--- src/hw/lfd_pkg.sv ---
/*
  Shared constants for the LED fault-detect control block: register
  offsets, control field positions, reset values and grayscale counts.
  Assumes a 32-bit APB slave port with byte addresses and one word each.
*/
package lfd_pkg;
  // Register byte offsets
  localparam logic [7:0] CTRL_ADDR = 8'h00;
  localparam logic [7:0] STAT_ADDR = 8'h04;
  localparam logic [7:0] FAULT_ADDR = 8'h08;
  localparam logic [7:0] LEAK_ADDR = 8'h0C;
  // Control word field positions
  localparam int unsigned F_BLANK = 0;
  localparam int unsigned F_REPEAT = 1;
  localparam int unsigned F_DISPLAY_TIMING_RESET = 2;
  localparam int unsigned F_PWM_MODE = 3;
  localparam int unsigned F_OPEN_THR = 4;
  localparam int unsigned F_SHORT_THR = 6;
  localparam int unsigned F_LAT_TMG = 8;
  localparam int unsigned F_IDM_EN = 10;
  localparam int unsigned F_IDM_RPT = 11;
  localparam int unsigned F_IDM_CUR = 12;
  localparam int unsigned F_LEAK_EN = 14;
  localparam int unsigned F_PSAVE = 15;
  localparam int unsigned CTRL_W = 18;
  localparam logic [17:0] CTRL_RST = 18'h38001;
  // Status word field positions
  localparam int unsigned S_WRITTEN = 16;
  localparam int unsigned S_IDM_ACT = 17;
  localparam int unsigned S_PSAVE = 18;
  localparam int unsigned S_DONE = 19;
  // Channels and synchronised pins
  localparam int unsigned NCH = 16;
  localparam int unsigned SYNC_W = 51;
  // Grayscale counts
  localparam logic [15:0] GS_LAST = 16'hFFFF;
  localparam logic [15:0] LEAK_CAP_CNT = 16'hFFFE;
  localparam logic [7:0] LAT_HIT_17 = 8'h11;
  localparam logic [7:0] LAT_HIT_33 = 8'h21;
  localparam logic [7:0] LAT_HIT_65 = 8'h41;
  localparam logic [7:0] LAT_HIT_129 = 8'h81;
endpackage

--- src/hw/lfd_sync_if.sv ---
/*
  Carrier between the top module and its pin synchroniser: raw pin
  levels in, two-flop synchronised levels out.
  Assumes one clock domain on the synchroniser side.
*/
`timescale 1ns/100ps
`default_nettype none
interface lfd_sync_if #(parameter int unsigned W = 1);
  logic [W-1:0] raw;
  logic [W-1:0] sync;
  modport src (output raw, input sync);
  modport snk (input raw, output sync);
endinterface
`default_nettype wire

--- src/hw/lfd_sync.sv ---
/*
  Two-flop synchroniser bank for the asynchronous pins of the block.
  Assumes the raw levels may change at any time relative to clk_i.
*/
`timescale 1ns/100ps
`default_nettype none
module lfd_sync (
  input wire logic clk_i,   // Block clock
  input wire logic rst_b_i, // Async reset, active low
  lfd_sync_if.snk pins      // Raw in, synchronised out
);
  import lfd_pkg::*;
  logic [SYNC_W-1:0] meta_q;
  logic [SYNC_W-1:0] sync_q;

  // First flop feeds only the second one, never any logic
  always_ff @(posedge clk_i or negedge rst_b_i) begin
    if (!rst_b_i) begin
      meta_q <= '0;
      sync_q <= '0;
    end else begin
      meta_q <= pins.raw;
      sync_q <= meta_q;
    end
  end

  assign pins.sync = sync_q;
endmodule
`default_nettype wire

--- src/hw/lfd_fault_ctl.sv ---
/*
  LED fault-detect control: function-control word behind an APB slave,
  grayscale-clock sequencing of invisible detection, open/short result
  latching, output leakage capture and power-save entry and exit.
  Assumes grayscale clock, latch strobe, serial clock and comparator
  results arrive as asynchronous pins much slower than MCLK_I, and that
  the grayscale-zero flags come from logic on MCLK_I.
*/
// Design decisions made here: the APB interface to the registers and the placing of the registers.
// Functional notes
// - Detection enable clear: open/short checked only at power-up, no sink current.
// - Detection enable set: small sink current during the detection segment.
// - Repeat clear: detect once after blank release, timing-reset latch or power-up.
// - Repeat set with auto repeat: detect every display period.
// - Detection enable clear keeps invisible detection off whatever repeat says.
// - Two-bit current select picks 2 uA, 10 uA, 20 uA or 1 mA sink.
// - Leakage enable clear: no leakage test, every leakage flag reads zero.
// - Leakage results captured on the 65,535th grayscale clock.
// - Leakage test only on outputs with zero grayscale; flag set when found.
// - Invisible detection enabled suppresses leakage detection.
// - Power-save select field resets to binary 111.
// - Open threshold select picks one of four thresholds, 0.3 V to 1.2 V.
// - Short threshold select picks one of four thresholds, 0.35 to 0.65 supply.
// - Results latched on 17th, 33rd, 65th or 129th grayscale clock after start.
// - Auto repeat without detect repeat: latch once per new grayscale write.
// - Detection bits reset to zero at power-on until software writes them.
// - Blank set forces outputs off, clears counter, initialises timing.
// - Auto repeat reruns the pattern every 65536 grayscale clocks.
// - Timing reset: grayscale latch clears counter, outputs off until next clock.
// - Power-save low bits both zero: never enter power save.
`timescale 1ns/100ps
`default_nettype none
module lfd_fault_ctl (
  input wire logic MCLK_I,                        // 20 MHz block clock
  input wire logic RST_B_I,                       // Async reset, active low
  input wire logic PSEL_I,                        // APB select
  input wire logic PENABLE_I,                     // APB access phase
  input wire logic PWRITE_I,                      // APB write
  input wire logic [7:0] PADDR_I,                 // APB byte address
  input wire logic [31:0] PWDATA_I,               // APB write data
  output logic [31:0] PRDATA_O,                   // APB read data
  output logic PREADY_O,                          // APB ready
  output logic PSLVERR_O,                         // APB error, unmapped
  input wire logic GRAYSCALE_CLOCK_I,             // Grayscale clock pin
  input wire logic LATCH_STROBE_I,                // Grayscale write latch
  input wire logic SERIAL_CLOCK_I,                // Serial shift clock pin
  input wire logic [lfd_pkg::NCH-1:0] OPEN_CMP_I, // Open comparators
  input wire logic [lfd_pkg::NCH-1:0] SHORT_CMP_I,// Short comparators
  input wire logic [lfd_pkg::NCH-1:0] LEAK_CMP_I, // Leakage comparators
  input wire logic [lfd_pkg::NCH-1:0] GS_ZERO_I,  // Grayscale value zero
  output logic OUT_ENABLE_O,                      // Outputs may switch on
  output logic [15:0] GS_COUNT_O,                 // Grayscale counter
  output logic IDM_SINK_O,                        // Inject detect sink
  output logic [1:0] IDM_CUR_SEL_O,               // Sink current code
  output logic [1:0] OPEN_THR_SEL_O,              // Open threshold code
  output logic [1:0] SHORT_THR_SEL_O,             // Short threshold code
  output logic [lfd_pkg::NCH-1:0] LEAK_TEST_O,    // Leak test per output
  output logic POWER_SAVE_O                       // Power-save state
);
  import lfd_pkg::*;

  // Latch-point count for the selected timing code
  function automatic logic [7:0] lat_hit(input logic [1:0] sel);
    logic [7:0] r;
    r = LAT_HIT_17;
    unique case (sel)
      2'h0: r = LAT_HIT_17;
      2'h1: r = LAT_HIT_33;
      2'h2: r = LAT_HIT_65;
      2'h3: r = LAT_HIT_129;
    endcase
    return r;
  endfunction

  // Synchronised pins
  lfd_sync_if #(.W(SYNC_W)) pins ();
  assign pins.raw = {LEAK_CMP_I, SHORT_CMP_I, OPEN_CMP_I,
                     SERIAL_CLOCK_I, LATCH_STROBE_I, GRAYSCALE_CLOCK_I};

  lfd_sync u_sync (
    .clk_i(MCLK_I),
    .rst_b_i(RST_B_I),
    .pins(pins.snk)
  );

  wire logic gclk_s = pins.sync[0];
  wire logic latch_s = pins.sync[1];
  wire logic sclk_s = pins.sync[2];
  wire logic [NCH-1:0] open_s = pins.sync[3 +: NCH];
  wire logic [NCH-1:0] short_s = pins.sync[3 + NCH +: NCH];
  wire logic [NCH-1:0] leak_s = pins.sync[3 + 2 * NCH +: NCH];

  // State
  logic [CTRL_W-1:0] ctrl_q;
  logic written_q;
  logic gclk_p_q, latch_p_q, sclk_p_q, blank_p_q;
  logic [15:0] gs_cnt_q, gs_cnt_d;
  logic done_q;
  logic force_off_q;
  logic [7:0] det_cnt_q;
  logic det_run_q;
  logic latch_ok_q;
  logic pwr_chk_q;
  logic gs_new_q;
  logic [NCH-1:0] open_q, short_q, leak_q;
  logic psave_q;
  logic [31:0] prdata_q;

  // Control fields
  wire logic blank = ctrl_q[F_BLANK];
  wire logic auto_display_repeat = ctrl_q[F_REPEAT];
  wire logic display_timing_reset = ctrl_q[F_DISPLAY_TIMING_RESET];
  wire logic [1:0] fault_latch_timing_sel = ctrl_q[F_LAT_TMG +: 2];
  wire logic invisible_detect_enable = ctrl_q[F_IDM_EN];
  wire logic invisible_detect_repeat = ctrl_q[F_IDM_RPT];
  wire logic leak_detect_enable = ctrl_q[F_LEAK_EN];
  wire logic [2:0] power_save_select = ctrl_q[F_PSAVE +: 3];

  // APB decode
  wire logic apb_setup = PSEL_I & ~PENABLE_I;
  wire logic apb_access = PSEL_I & PENABLE_I;
  wire logic hit_ctrl = PADDR_I == CTRL_ADDR;
  wire logic hit_stat = PADDR_I == STAT_ADDR;
  wire logic hit_fault = PADDR_I == FAULT_ADDR;
  wire logic hit_leak = PADDR_I == LEAK_ADDR;
  wire logic mapped = hit_ctrl | hit_stat | hit_fault | hit_leak;
  wire logic ctrl_wr = apb_access & PWRITE_I & hit_ctrl;

  // Pin events, seen on the synchronised copies only
  wire logic gclk_rise_raw = gclk_s & ~gclk_p_q;
  wire logic latch_rise = latch_s & ~latch_p_q;
  wire logic sclk_rise = sclk_s & ~sclk_p_q;
  wire logic blank_fall = blank_p_q & ~blank;

  // Bit 2 of the select stops the grayscale clock while saving power
  wire logic gclk_gate = psave_q & power_save_select[2];
  wire logic gclk_rise = gclk_rise_raw & ~gclk_gate;

  // Power save only with a nonzero low pair
  wire logic ps_allowed = power_save_select[1:0] != 2'h0;
  wire logic gs_all_zero = ~|GS_ZERO_I == 1'b0 ? &GS_ZERO_I : 1'b0;
  wire logic ps_enter = ps_allowed & latch_rise & gs_all_zero;
  wire logic ps_exit_sclk = power_save_select[1:0] == 2'h1 & sclk_rise;
  wire logic ps_exit_data = power_save_select[1] & latch_rise & ~gs_all_zero;

  // Start of a detection window
  wire logic tmg_latch = display_timing_reset & latch_rise & ~blank;
  wire logic at_last = gs_cnt_q == GS_LAST;
  wire logic wrap = gclk_rise & at_last & auto_display_repeat & ~blank;
  wire logic new_start = blank_fall | tmg_latch;

  // Latch point reached on this grayscale clock
  wire logic lat_point = gclk_rise & det_run_q & ~blank &
                         det_cnt_q == lat_hit(fault_latch_timing_sel) - 8'h01;

  // Who may latch: detection enable, or the one power-up check
  wire logic may_latch = invisible_detect_enable | pwr_chk_q;
  wire logic do_latch = lat_point & latch_ok_q & may_latch;

  // Leakage only when invisible detection is off
  wire logic leak_on = leak_detect_enable & ~invisible_detect_enable;
  wire logic leak_cap = gclk_rise & ~blank & gs_cnt_q == LEAK_CAP_CNT;

  // Repeat policy at a period wrap
  wire logic rpt_idm = invisible_detect_enable & invisible_detect_repeat;

  // Counter next value: blank holds it at zero
  always_comb begin
    gs_cnt_d = gs_cnt_q;
    if (blank || tmg_latch) begin
      gs_cnt_d = 16'h0000;
    end else if (gclk_rise && !done_q && !(at_last && !auto_display_repeat)) begin
      // Single period holds the count at its last value instead of wrapping
      gs_cnt_d = gs_cnt_q + 16'h0001;
    end
  end

  // Control word write; reset values only for blank and power save
  always_ff @(posedge MCLK_I or negedge RST_B_I) begin
    if (!RST_B_I) begin
      ctrl_q <= CTRL_RST;
      written_q <= 1'b0;
    end else if (ctrl_wr) begin
      ctrl_q <= PWDATA_I[CTRL_W-1:0];
      written_q <= 1'b1;
    end
  end

  // Edge history of pins and blank
  always_ff @(posedge MCLK_I or negedge RST_B_I) begin
    if (!RST_B_I) begin
      gclk_p_q <= 1'b0;
      latch_p_q <= 1'b0;
      sclk_p_q <= 1'b0;
      blank_p_q <= 1'b1;
    end else begin
      gclk_p_q <= gclk_s;
      latch_p_q <= latch_s;
      sclk_p_q <= sclk_s;
      blank_p_q <= blank;
    end
  end

  // Grayscale counter and end of a single display period
  always_ff @(posedge MCLK_I or negedge RST_B_I) begin
    if (!RST_B_I) begin
      gs_cnt_q <= 16'h0000;
      done_q <= 1'b0;
    end else begin
      gs_cnt_q <= gs_cnt_d;
      if (blank || new_start) begin
        done_q <= 1'b0;
      end else if (gclk_rise && at_last && !auto_display_repeat) begin
        done_q <= 1'b1;
      end
    end
  end

  // Forced off from a timing-reset latch until the next grayscale clock
  always_ff @(posedge MCLK_I or negedge RST_B_I) begin
    if (!RST_B_I) begin
      force_off_q <= 1'b0;
    end else if (tmg_latch) begin
      force_off_q <= 1'b1;
    end else if (gclk_rise) begin
      force_off_q <= 1'b0;
    end
  end

  // Detection window counter; blank reinitialises the timing
  always_ff @(posedge MCLK_I or negedge RST_B_I) begin
    if (!RST_B_I) begin
      det_cnt_q <= 8'h00;
      det_run_q <= 1'b0;
    end else if (blank) begin
      det_cnt_q <= 8'h00;
      det_run_q <= 1'b0;
    end else if (new_start || wrap) begin
      det_cnt_q <= 8'h00;
      det_run_q <= 1'b1;
    end else if (lat_point) begin
      det_run_q <= 1'b0;
    end else if (gclk_rise && det_run_q) begin
      det_cnt_q <= det_cnt_q + 8'h01;
    end
  end

  // Whether the current window may load the fault latch
  always_ff @(posedge MCLK_I or negedge RST_B_I) begin
    if (!RST_B_I) begin
      latch_ok_q <= 1'b0;
    end else if (new_start) begin
      latch_ok_q <= 1'b1;
    end else if (wrap) begin
      latch_ok_q <= rpt_idm | gs_new_q;
    end else if (lat_point) begin
      latch_ok_q <= 1'b0;
    end
  end

  // One check after power-up even with detection disabled
  always_ff @(posedge MCLK_I or negedge RST_B_I) begin
    if (!RST_B_I) begin
      pwr_chk_q <= 1'b1;
    end else if (lat_point && latch_ok_q) begin
      pwr_chk_q <= 1'b0;
    end
  end

  // New grayscale data marker; a new write wins over the clear
  always_ff @(posedge MCLK_I or negedge RST_B_I) begin
    if (!RST_B_I) begin
      gs_new_q <= 1'b0;
    end else if (latch_rise) begin
      gs_new_q <= 1'b1;
    end else if (do_latch) begin
      gs_new_q <= 1'b0;
    end
  end

  // Open and short result latch
  always_ff @(posedge MCLK_I or negedge RST_B_I) begin
    if (!RST_B_I) begin
      open_q <= '0;
      short_q <= '0;
    end else if (do_latch) begin
      open_q <= open_s;
      short_q <= short_s;
    end
  end

  // Leakage latch; flags zero while leakage detection is off
  always_ff @(posedge MCLK_I or negedge RST_B_I) begin
    if (!RST_B_I) begin
      leak_q <= '0;
    end else if (!leak_on) begin
      leak_q <= '0;
    end else if (leak_cap) begin
      leak_q <= leak_s & GS_ZERO_I;
    end
  end

  // Power-save state
  always_ff @(posedge MCLK_I or negedge RST_B_I) begin
    if (!RST_B_I) begin
      psave_q <= 1'b0;
    end else if (!ps_allowed) begin
      psave_q <= 1'b0;
    end else if (ps_enter) begin
      psave_q <= 1'b1;
    end else if (ps_exit_sclk || ps_exit_data) begin
      psave_q <= 1'b0;
    end
  end

  // Read data captured in the setup phase, stable through access
  always_ff @(posedge MCLK_I or negedge RST_B_I) begin
    if (!RST_B_I) begin
      prdata_q <= 32'h0000_0000;
    end else if (apb_setup) begin
      prdata_q <= hit_ctrl ? {14'h0000, ctrl_q} :
                  hit_stat ? {12'h000, done_q, psave_q, IDM_SINK_O, written_q, gs_cnt_q} :
                  hit_fault ? {short_q, open_q} :
                  hit_leak ? {16'h0000, leak_q} : 32'h0000_0000;
    end
  end

  // Zero-wait slave; unmapped addresses answer with an error
  assign PREADY_O = 1'b1;
  assign PSLVERR_O = apb_access & ~mapped;
  assign PRDATA_O = prdata_q;

  // Outputs off under blank, timing reset, period end or power save
  assign OUT_ENABLE_O = ~blank & ~force_off_q & ~done_q & ~psave_q;
  assign GS_COUNT_O = gs_cnt_q;

  // Sink only while detection runs and is enabled
  assign IDM_SINK_O = invisible_detect_enable & det_run_q & latch_ok_q & ~blank;
  assign IDM_CUR_SEL_O = ctrl_q[F_IDM_CUR +: 2];
  assign OPEN_THR_SEL_O = ctrl_q[F_OPEN_THR +: 2];
  assign SHORT_THR_SEL_O = ctrl_q[F_SHORT_THR +: 2];
  assign LEAK_TEST_O = leak_on ? GS_ZERO_I : '0;
  assign POWER_SAVE_O = psave_q;
endmodule
`default_nettype wire

--- config.mk ---
export PLATFORM = sky130hd
export DESIGN_NAME = lfd_fault_ctl
export DESIGN_NICKNAME = d
export VERILOG_FILES = /design/src/hw/lfd_pkg.sv /design/src/hw/lfd_sync_if.sv /design/src/hw/lfd_sync.sv /design/src/hw/lfd_fault_ctl.sv
export SDC_FILE = /design/constraint.sdc
export NUM_CORES = 1
export LEC_CHECK = 0
export BUFFER_PORTS_ARGS = -buffer_cell sky130_fd_sc_hd__buf_4
export CAP_MARGIN = 5
export CORE_ASPECT_RATIO = 0.9
export CORE_MARGIN = 2
export CORE_UTILIZATION = 49
export DETAILED_ROUTE_END_ITERATION = 6
export HOLD_SLACK_MARGIN = 0.02
export PLACE_DENSITY = 0.85
export SLEW_MARGIN = 20
export SYNTH_ARGS = -nofsm -noshare
export SYNTH_HDL_FRONTEND = slang
export SYNTH_SLANG_ARGS = --single-unit
--- constraint.sdc ---
create_clock -name MCLK_I -period 2.15 [get_ports MCLK_I]
set_clock_uncertainty 0.1 [all_clocks]
set_input_delay 0.1075 -clock MCLK_I [delete_from_list [all_inputs] [get_ports MCLK_I]]
set_output_delay 0.1075 -clock MCLK_I [all_outputs]
set_load 0.03 [all_outputs]
### Yosys cells after proc, flatten, opt, wreduce, memory -nomap -nowiden

Index checks and enable logic that the tools add are counted.

* input bits: 112
* register bits: 236
* logic and storage cells: 148

* equal/unequal tests: 13
* add/subtract/negate cells: 3
* bitwise gates (word level): 55
* muxes and demuxes: 29
* reduce and logical (&&, ||, !) cells: 27

Operators with widths (number)
* two-way mux 16 bit: 6
* two-way mux 32 bit: 3
* bitwise AND 1 bit: 36
* == test 16 bit, second input constant: 2
* two-way mux 8 bit: 4
* case mux 8 bit (4 select lines): 1
* adder 16 x 1 -> 16 bit, second input constant: 1
* bitwise AND 16 bit: 1
* == test 8 x 4 -> 1 bit, second input constant: 2
* AND reduction 16 bit: 1
* OR reduction 16 bit: 1
* two-way mux 1 bit: 15
* NOT 1 bit: 12
* nonzero test 2 bit: 5
* nonzero test 3 bit: 3
* adder 8 x 1 -> 8 bit, second input constant: 1
* == test 8 x 3 -> 1 bit, second input constant: 1
* == test 8 bit: 1
* logical NOT 8 bit: 1
* subtractor 8 x 1 -> 8 bit, second input constant: 1
* logical AND 1 bit: 7
* OR 1 bit: 6
* == test 2 x 1 -> 1 bit, second input constant: 2
* == test 2 bit, second input constant: 2
* other kinds (7): 12

### Logic depth before layout (Yosys ltp)

Gate-level depths: netlist of run 1.

* depth in word-level cells: 10
* depth in mapped cells: 9
* depth with buffers taken out: 7

### Hierarchy

A second synthesis of run 1 with hierarchy kept.

* cell total of the unflattened synthesis: 697
* area, all modules: 9105.0 um2

By module, submodules not included
* lfd_fault_ctl: area each 6552.5 um2, seq. area each 3360.7 um2, cells each 595, instances 1
* lfd_sync: area each 2552.4 um2, seq. area each 2552.4 um2, cells each 102, instances 1

### Worst setup path after synthesis of run 1

Ideal clock, no wire load.

* path kind: register to register
* start point: register det_cnt_q[0]
* end point: register open_q[0]
* stages on the path, launching flop included: 9
* period minus slack after synthesis: 2.278 ns
* setup slack: -0.128 ns
* library setup time: 0.127 ns
* path buffers: 1
* arrival: 2.051 ns
* path through: dfrtp_1 inv_1 ha_1 or4b_1 a21oi_2 o221ai_2 nor2_4 buf_6 mux2_1

* cells in the longest elaborated chain, start to end: 4

Ends and longest elaborated chain
* start, declared: line lfd_fault_ctl.sv:100 `logic [7:0] det_cnt_q;`
* start signal, assigned: line lfd_fault_ctl.sv:244 `det_cnt_q <= det_cnt_q + 8'h01;`
* == test 8 bit: line lfd_fault_ctl.sv:154 `det_cnt_q == lat_hit(fault_latch_timing_sel) - 8'h01;`
* bitwise AND 1 bit: line lfd_fault_ctl.sv:153 `wire logic lat_point = gclk_rise & det_run_q & ~blank &`
* bitwise AND 1 bit (2 in a row): line lfd_fault_ctl.sv:158 `wire logic do_latch = lat_point & latch_ok_q & may_latch;`
* end signal, assigned: line lfd_fault_ctl.sv:287 `open_q <= open_s;`
* end, declared: line lfd_fault_ctl.sv:105 `logic [NCH-1:0] open_q, short_q, leak_q;`

Every way passes these cells.
A chain may end at the register's enable or synchronous reset.

### Worst setup path in the final report of run 1

* start point: register det_cnt_q[0]
* end point: register short_q[8]

* cells in the longest elaborated chain, start to end: 4

Ends and longest elaborated chain
* == test 8 bit: line lfd_fault_ctl.sv:154
* bitwise AND 1 bit: line lfd_fault_ctl.sv:153
* bitwise AND 1 bit (2 in a row): line lfd_fault_ctl.sv:158
* end signal, assigned: line lfd_fault_ctl.sv:288 `short_q <= short_s;`
* end, declared: line lfd_fault_ctl.sv:105

Every way passes these cells.

==> results of run 1 <==
## worst max-delay path, cell delays in order, from the launching register on
cell and delay [ns]:
dfrtp_1 0.39, inv_2 0.08, ha_4 0.13, or4b_4 0.47
a21oi_4 0.17, o221ai_4 0.15, nor2_4 0.16, buf_12 0.15
clkbuf_16 0.17, mux2_4 0.30
## cell usage after synthesis (3+ instances only)
master    count
dfrtp_1     230
mux2_1       50
a21oi_1      33
nand2_1      33
a22o_1       30
nand3_1      29
and2_1       19
mux4_2       16
clkbuf_1     15
nor2_1       15
o21ai_0      10
o21ai_1      10
or3_1        10
nand4_1       8
buf_4         7
inv_1         7
nand2b_1      7
nor3_1        7
dfstp_2       6
xor2_1        6
and3_1        5
nor4_1        5
buf_2         4
buf_6         4
ha_1          4
mux2i_1       4
nor2b_1       4
o31ai_1       4
a22oi_1       3
buf_1         3
nand3b_1      3
o21a_1        3
## power breakdown
part	internal [W]	switching (W)
Combinational	0.000630	0.000671
Sequential	0.00463	0.000145
Clock	0.00256	0.00181
## final cells by class
| cell class | instances | area, um2 |
|---|---|---|
| inverters | 8 | 30.0 |
| multi-input cells | 361 | 3000 |
| well taps | 240 | 300 |
| clock buffers | 33 | 706 |
| clock inverters | 12 | 130 |
| fillers | 1080 | 4790 |
| flip-flops and latches | 236 | 5930 |
| repair buffers | 329 | 2850 |
## worst min-delay path by stage
| stage | slack [ns] | end | depth (start not counted) | startpoint |
|---|---|---|---|---|
| detailed placement | 0.02 | u_sync.meta_q[39] | 1 | RST_B_I |
| finish | 0.03 | u_sync.meta_q[37] | 2 | RST_B_I |
| CTS | 0.06 | leak_q[0] | 2 | RST_B_I |
| floorplan | -0.29 | GS_COUNT_O[0] | 0 | RST_B_I |
| global placement | 0.009 | u_sync.meta_q[36] | 1 | RST_B_I |
| global route | 0.09 | u_sync.meta_q[37] | 2 | RST_B_I |
## sequential cells by signal (all words and copies together), names as in the netlist, 8 cells and up
| register | flops |
|---|---|
| u_sync.meta_q | 51 |
| u_sync.pins.sync | 51 |
| PRDATA_O | 32 |
| ctrl_q | 18 |
| GS_COUNT_O | 16 |
| leak_q | 16 |
| open_q | 16 |
| short_q | 16 |
| det_cnt_q | 8 |
## routing by layer
layer	share of wire	global-route usage
met1	0.40	0.345
met2	0.49	0.449
met3	0.069	0.0481
met4	0.043	0.0965
met5	0	0
## metrics by stage
stage | setup WS (ns) | total power, W | setup TNS, ns
floorplan | -0.106 | 0.00524 | -3.17
global placement | -0.146 | 0.00580 | -3.96
detailed placement | -0.198 | 0.00583 | -5.14
CTS | -0.246 | 0.0104 | -6.42
global route | -0.290 | 0.0108 | -8.61
finish | -0.234 | 0.0105 | -6.70
## logic make-up after synthesis
kind of cell	after synthesis
DFF	236
and+or+nand+nor	165
AOI/OAI and AO/OA	112
muxes	71
buffers and inverters	41
xor gates and xnor gates	8
adders and majority gates	4
other	1
## what timing repair did
action                                  4_1_cts  5_1_grt
pin swaps                                     0        6
hold buffers                                 91        0
setup buffers                                 3        4
endpoints found under the setup margin       35       48
cloned                                        1        3
hold endpoints to repair                    321        0
resized for setup                            17       31
==> out/metrics.cfg, run 1 <==
[synth]
synth_top_family_by_area=multiplexers
synth.area.mux_share=0.109
ys_seq_elements=236
synth-compound-area-share=0.0873
syn_nets=754
yosys.area.top_type=dfrtp_1
avgSynthCellArea_um2=14.0
synth_area_um2=8940
synth-simple-area-share=0.105
synth_edf_count=0
synth_area_leaders=dfrtp_1 64%, mux2_1 6.3%, mux4_2 4.0%, a22o_1 2.9%, a21oi_1 1.8%
async_flop_share=1.00
ys.flop_type=dfrtp_1
yosysWarningCount=0
synth-seq-area-share=0.661
synthXorXnorAreaFrac=0.00783
synthAdderAreaFrac=0.00560
netlist-cell-type-count=69
synth_cells=638
yosysTopAreaCellShare=0.644

[cts]
clock-sinks=236
numCtsBuffers=25
root_buffer=clkbuf_16
htreeDepth=1
clockBufferDepth=3
cts_tree=yes
clk_pin_slew_worst_paths_ns=0.06
clock_latency_ns=0.53

[drt]
ant_nets=0
wl_per_cell_um=21.9
wl_mm=26.7
first_pass_iters=5
drc_errors=0
viasPerCell=5.56
vias=6779
drtIter0Drc=453

[sta]
drv_slew=0
grt_setup_unrepaired=true
period_share=1.11
setup_ws_ns=-0.234
hold_violations=0
period_minus_slack_ns=2.38
hold_ws_ns=0.0334
worst_slew_pin_slew_ns=0.680
worst_slew_margin_rel=0.547
fmax_mhz=420
setup_viol=32

[worst_setup_path]
crit_arrival_ns=2.68
worstSetupStartpointType=register
r2r_slack_ns=-0.23
required_ns=2.44
r2r-end=short_q[8]
r2r_cells=9
critPathCapture=short_q[8]
path_class=register to register
crit_start=det_cnt_q[0]
crit_path_end_kind=register
r2r-start=det_cnt_q[0]
cp_max_fo=6

[cells_and_area]
layout-drive-gt1-share=0.372
final_nets=1077
design_area_um2=12900
utilization=0.730
syn2layout_area_growth_pct=44.7
final_common_cell=buf_4
final_cells=1219
antennaDiodeCount=0
final_cell_mix=225 x buf_4, 220 x dfrtp_1, 91 x dlygate4sd3_1, 33 x nand2_1, 33 x a21oi_1

[hold_path]
hold_class=primary input to asynchronous set/reset pin

[power_and_ir_drop]
vdd_drop_max_mv=0.733
leakagePower_nw=6.05
power.density_nw_per_um2=808

[placement]
dp_cells=1074
dp_hpwl_mm=15.2
dpl_cell_area_um2=10900
gp_congestion=0.869
io_buffers=171

[global_routing]
grtUsageTotal=0.265
grt_pass1_vias=7336
grt_first_pass_wirelength_mm=40.1
antenna_found_initial=0
grt_max_degree=74
gr-total-overflow=0

[floorplan]
rows=46
io_pins=187
die_area_um2=19400
core_um2=17700
die_h_um=132
initial_core_util=0.505
die_x_um=146

[outcome]
status=complete, but fails checks
violations=negative setup slack

[job]
drv_cap=0

Power figures use the tool's default switching activity.
==> run 2: changes to the inputs <==
--- a/config.mk
+++ b/config.mk
@@ -9,10 +9,11 @@
 export CAP_MARGIN = 5
 export CORE_ASPECT_RATIO = 0.9
 export CORE_MARGIN = 2
-export CORE_UTILIZATION = 49
+export CORE_UTILIZATION = 51
+export CTS_BUF_LIST = sky130_fd_sc_hd__clkbuf_4
 export DETAILED_ROUTE_END_ITERATION = 6
 export HOLD_SLACK_MARGIN = 0.02
-export PLACE_DENSITY = 0.85
+export PLACE_DENSITY = 0.87
 export SLEW_MARGIN = 20
 export SYNTH_ARGS = -nofsm -noshare
 export SYNTH_HDL_FRONTEND = slang
==> out/metrics.cfg, run 2 (synthesis results as in run 1) <==
[cts]
clock-sinks=236  ; unchanged
root_buffer=clkbuf_4
clock_latency_ns=0.72  ; +0.19 ns
cts_tree=yes
clockBufferDepth=3  ; unchanged
numCtsBuffers=56  ; +120%
htreeDepth=2  ; +1
clk_pin_slew_worst_paths_ns=0.09  ; +0.03 ns

[floorplan]
die_x_um=144  ; -1.9%
die_area_um2=18600  ; -3.8%
die_h_um=130  ; -1.9%
core_um2=17000  ; -4.1%
io_pins=187  ; unchanged
initial_core_util=0.526  ; +0.0215
rows=45  ; -2.2%

[worst_setup_path]
cp_max_fo=22  ; +16
required_ns=2.61  ; +0.17 ns
crit_arrival_ns=2.86  ; +0.18 ns
worstSetupStartpointType=register
critPathSlowestCell=or4b_4
r2r-start=det_cnt_q[0]
path_class=register to register
crit_start=det_cnt_q[0]
crit_path_end_kind=register
slowest_delay_ns=0.48  ; about the same
crit_chain=inv_2 -> ha_4 -> or4b_4 -> a21oi_4 -> o221ai_4 -> nor2_4 -> buf_12 -> mux2_1

[sta]
setup_ws_ns=-0.251  ; -0.0171 ns
period_minus_slack_ns=2.40  ; +0.0171 ns
hold_ws_ns=0.0357  ; +0.00232 ns
hold_violations=0  ; unchanged
period_share=1.12  ; +0.00794
drv_slew=0  ; unchanged
fmax_mhz=417  ; -0.71%
worst_slew_pin_slew_ns=0.879  ; +0.199 ns
finalSetupTns_ns=-6.57  ; +0.126 ns
setup_viol=45  ; +41%
worst_slew_margin_rel=0.414  ; -0.133
grt_setup_unrepaired=true

[drt]
vias=7813  ; +15%
first_pass_iters=6  ; +1
drtIter0Drc=874  ; +93%
drc_errors=0  ; unchanged
viasPerCell=5.82  ; +4.7%
wl_mm=31.8  ; +19%
wl_per_cell_um=23.7  ; +8.4%
ant_nets=0  ; unchanged

[outcome]
status=complete, but fails checks
violations=negative setup slack

[global_routing]
antenna_found_initial=1  ; +1
grt_max_degree=90  ; +22%
grtUsageTotal=0.323  ; +0.0586
grt_pass1_vias=8257  ; +13%
grt_first_pass_wirelength_mm=45.1  ; +13%
gr-total-overflow=0  ; unchanged

[cells_and_area]
final_nets=1177  ; +9.3%
syn2layout_area_growth_pct=51.5
final_common_cell=buf_4
final_cell_mix=230 x buf_4, 220 x dfrtp_1, 153 x dlygate4sd3_1, 76 x clkbuf_4, 37 x mux2_1
utilization=0.797  ; +0.0668
design_area_um2=13500  ; +4.7%
layout-drive-gt1-share=0.375  ; +0.00342

[power_and_ir_drop]
power.density_nw_per_um2=761  ; -5.8%
seqPwrFrac=0.461  ; +0.004
cell_internal_pwr_w=0.00732  ; -6.4%
leakagePower_nw=6.43  ; +6.4%
power_frac_comb=0.154  ; +0.030
swShare=0.290  ; +0.0388
p_clk_frac=0.385  ; -0.034
finalPower_w=0.0103  ; -1.3%
vdd_drop_max_mv=0.625  ; -15%
switching_power_w=0.00300  ; +14%

[placement]
dpl_cell_area_um2=10900  ; about the same
gp_congestion=0.879  ; +1.1%
io_buffers=171  ; unchanged
dp_hpwl_mm=15.4  ; +0.78%

[job]
drv_cap=0  ; unchanged

[hold_path]
hold_start=PWRITE_I
hold_class=primary input to register

[run 2: cell types whose count changed in the layout (fill, tap and decap cells not counted), moves of 14 or more]
cell,before,now
mux2_4,27,13
dlygate4sd3_1,91,153
mux2_1,23,37
clkbuf_16,27,0
clkinv_1,0,21
clkbuf_4,0,76
[run 2: path summary, 6_finish.rpt]
kind / slack [ns] / cells past startpoint / to
hold / removal: 0.04 / 5 / ctrl_q[2]
min in group asynchronous: 0.56 / 4 / det_run_q
hold reg to reg: 0.24 / 0 / u_sync.pins.sync[47]
setup / recovery: -0.25 / 8 / open_q[4]
setup reg to reg: -0.25 / 8 / open_q[4]
max in group asynchronous: 0.47 / 4 / ctrl_q[16]
[run 2: final cells by class]
class                           instances  area, um2
Sequential cell                       236       5930
Timing Repair Buffer                  398       3510
Fill cell                             890       3450
Multi-Input combinational cell        361       3050
Clock buffer                           76        571
Tap cell                              235        294
Clock inverter                         27        163
Inverter                                8       30.0
Antenna cell                            1       2.50
[run 2: worst max-delay path, delay by kind of cell (launching register included)]
kind | cells | cell delay [ns]
AND/OR/NAND/NOR | 2 | 0.65
multiplexers | 1 | 0.41
flip-flops | 1 | 0.39
AO/OA/AOI/OAI | 2 | 0.29
buffers and inverters | 2 | 0.29
adder cells (fa/ha/maj) | 1 | 0.13
[run 2: power groups by stage]
stage | combinational, W | clock [W] | sequential, W
after floorplan | 0.000341 | 0 | 0.00490
after global placement | 0.00104 | 0 | 0.00479
after detailed placement | 0.00107 | 0 | 0.00480
after CTS | 0.00138 | 0.00377 | 0.00472
after global routing | 0.00167 | 0.00422 | 0.00476
final | 0.00159 | 0.00397 | 0.00475
[run 2: timing repair]
action,CTS,global route
buffers inserted,4,11
setup endpoints to repair,34,71
cloned,1,1
resized for setup,24,35
endpoints found under the hold margin,340,6
hold buffers,152,1
pin swaps,1,18
[run 2: per-layer routing]
| layer | wire (um) | up-vias | part of all wire | global-route usage |
|---|---|---|---|---|
| li1 | - | 3188 | - | - |
| met1 | 11000 | 3799 | 0.35 | 0.382 |
| met2 | 15900 | 654 | 0.50 | 0.547 |
| met3 | 3160 | 172 | 0.099 | 0.0913 |
| met4 | 1770 | 0 | 0.055 | 0.162 |
| met5 | 0 | - | 0 | 0 |
[run 2: metrics by stage]
| stage | setup slack [ns] | cells |
|---|---|---|
| 2_1_floorplan | -0.106 | 638 |
| 3_3_place_gp | -0.166 | 1069 |
| 3_5_place_dp | -0.214 | 1069 |
| 4_1_cts | -0.147 | 1329 |
| 5_1_grt | -0.282 | 1342 |
| 6_report | -0.251 | 1342 |
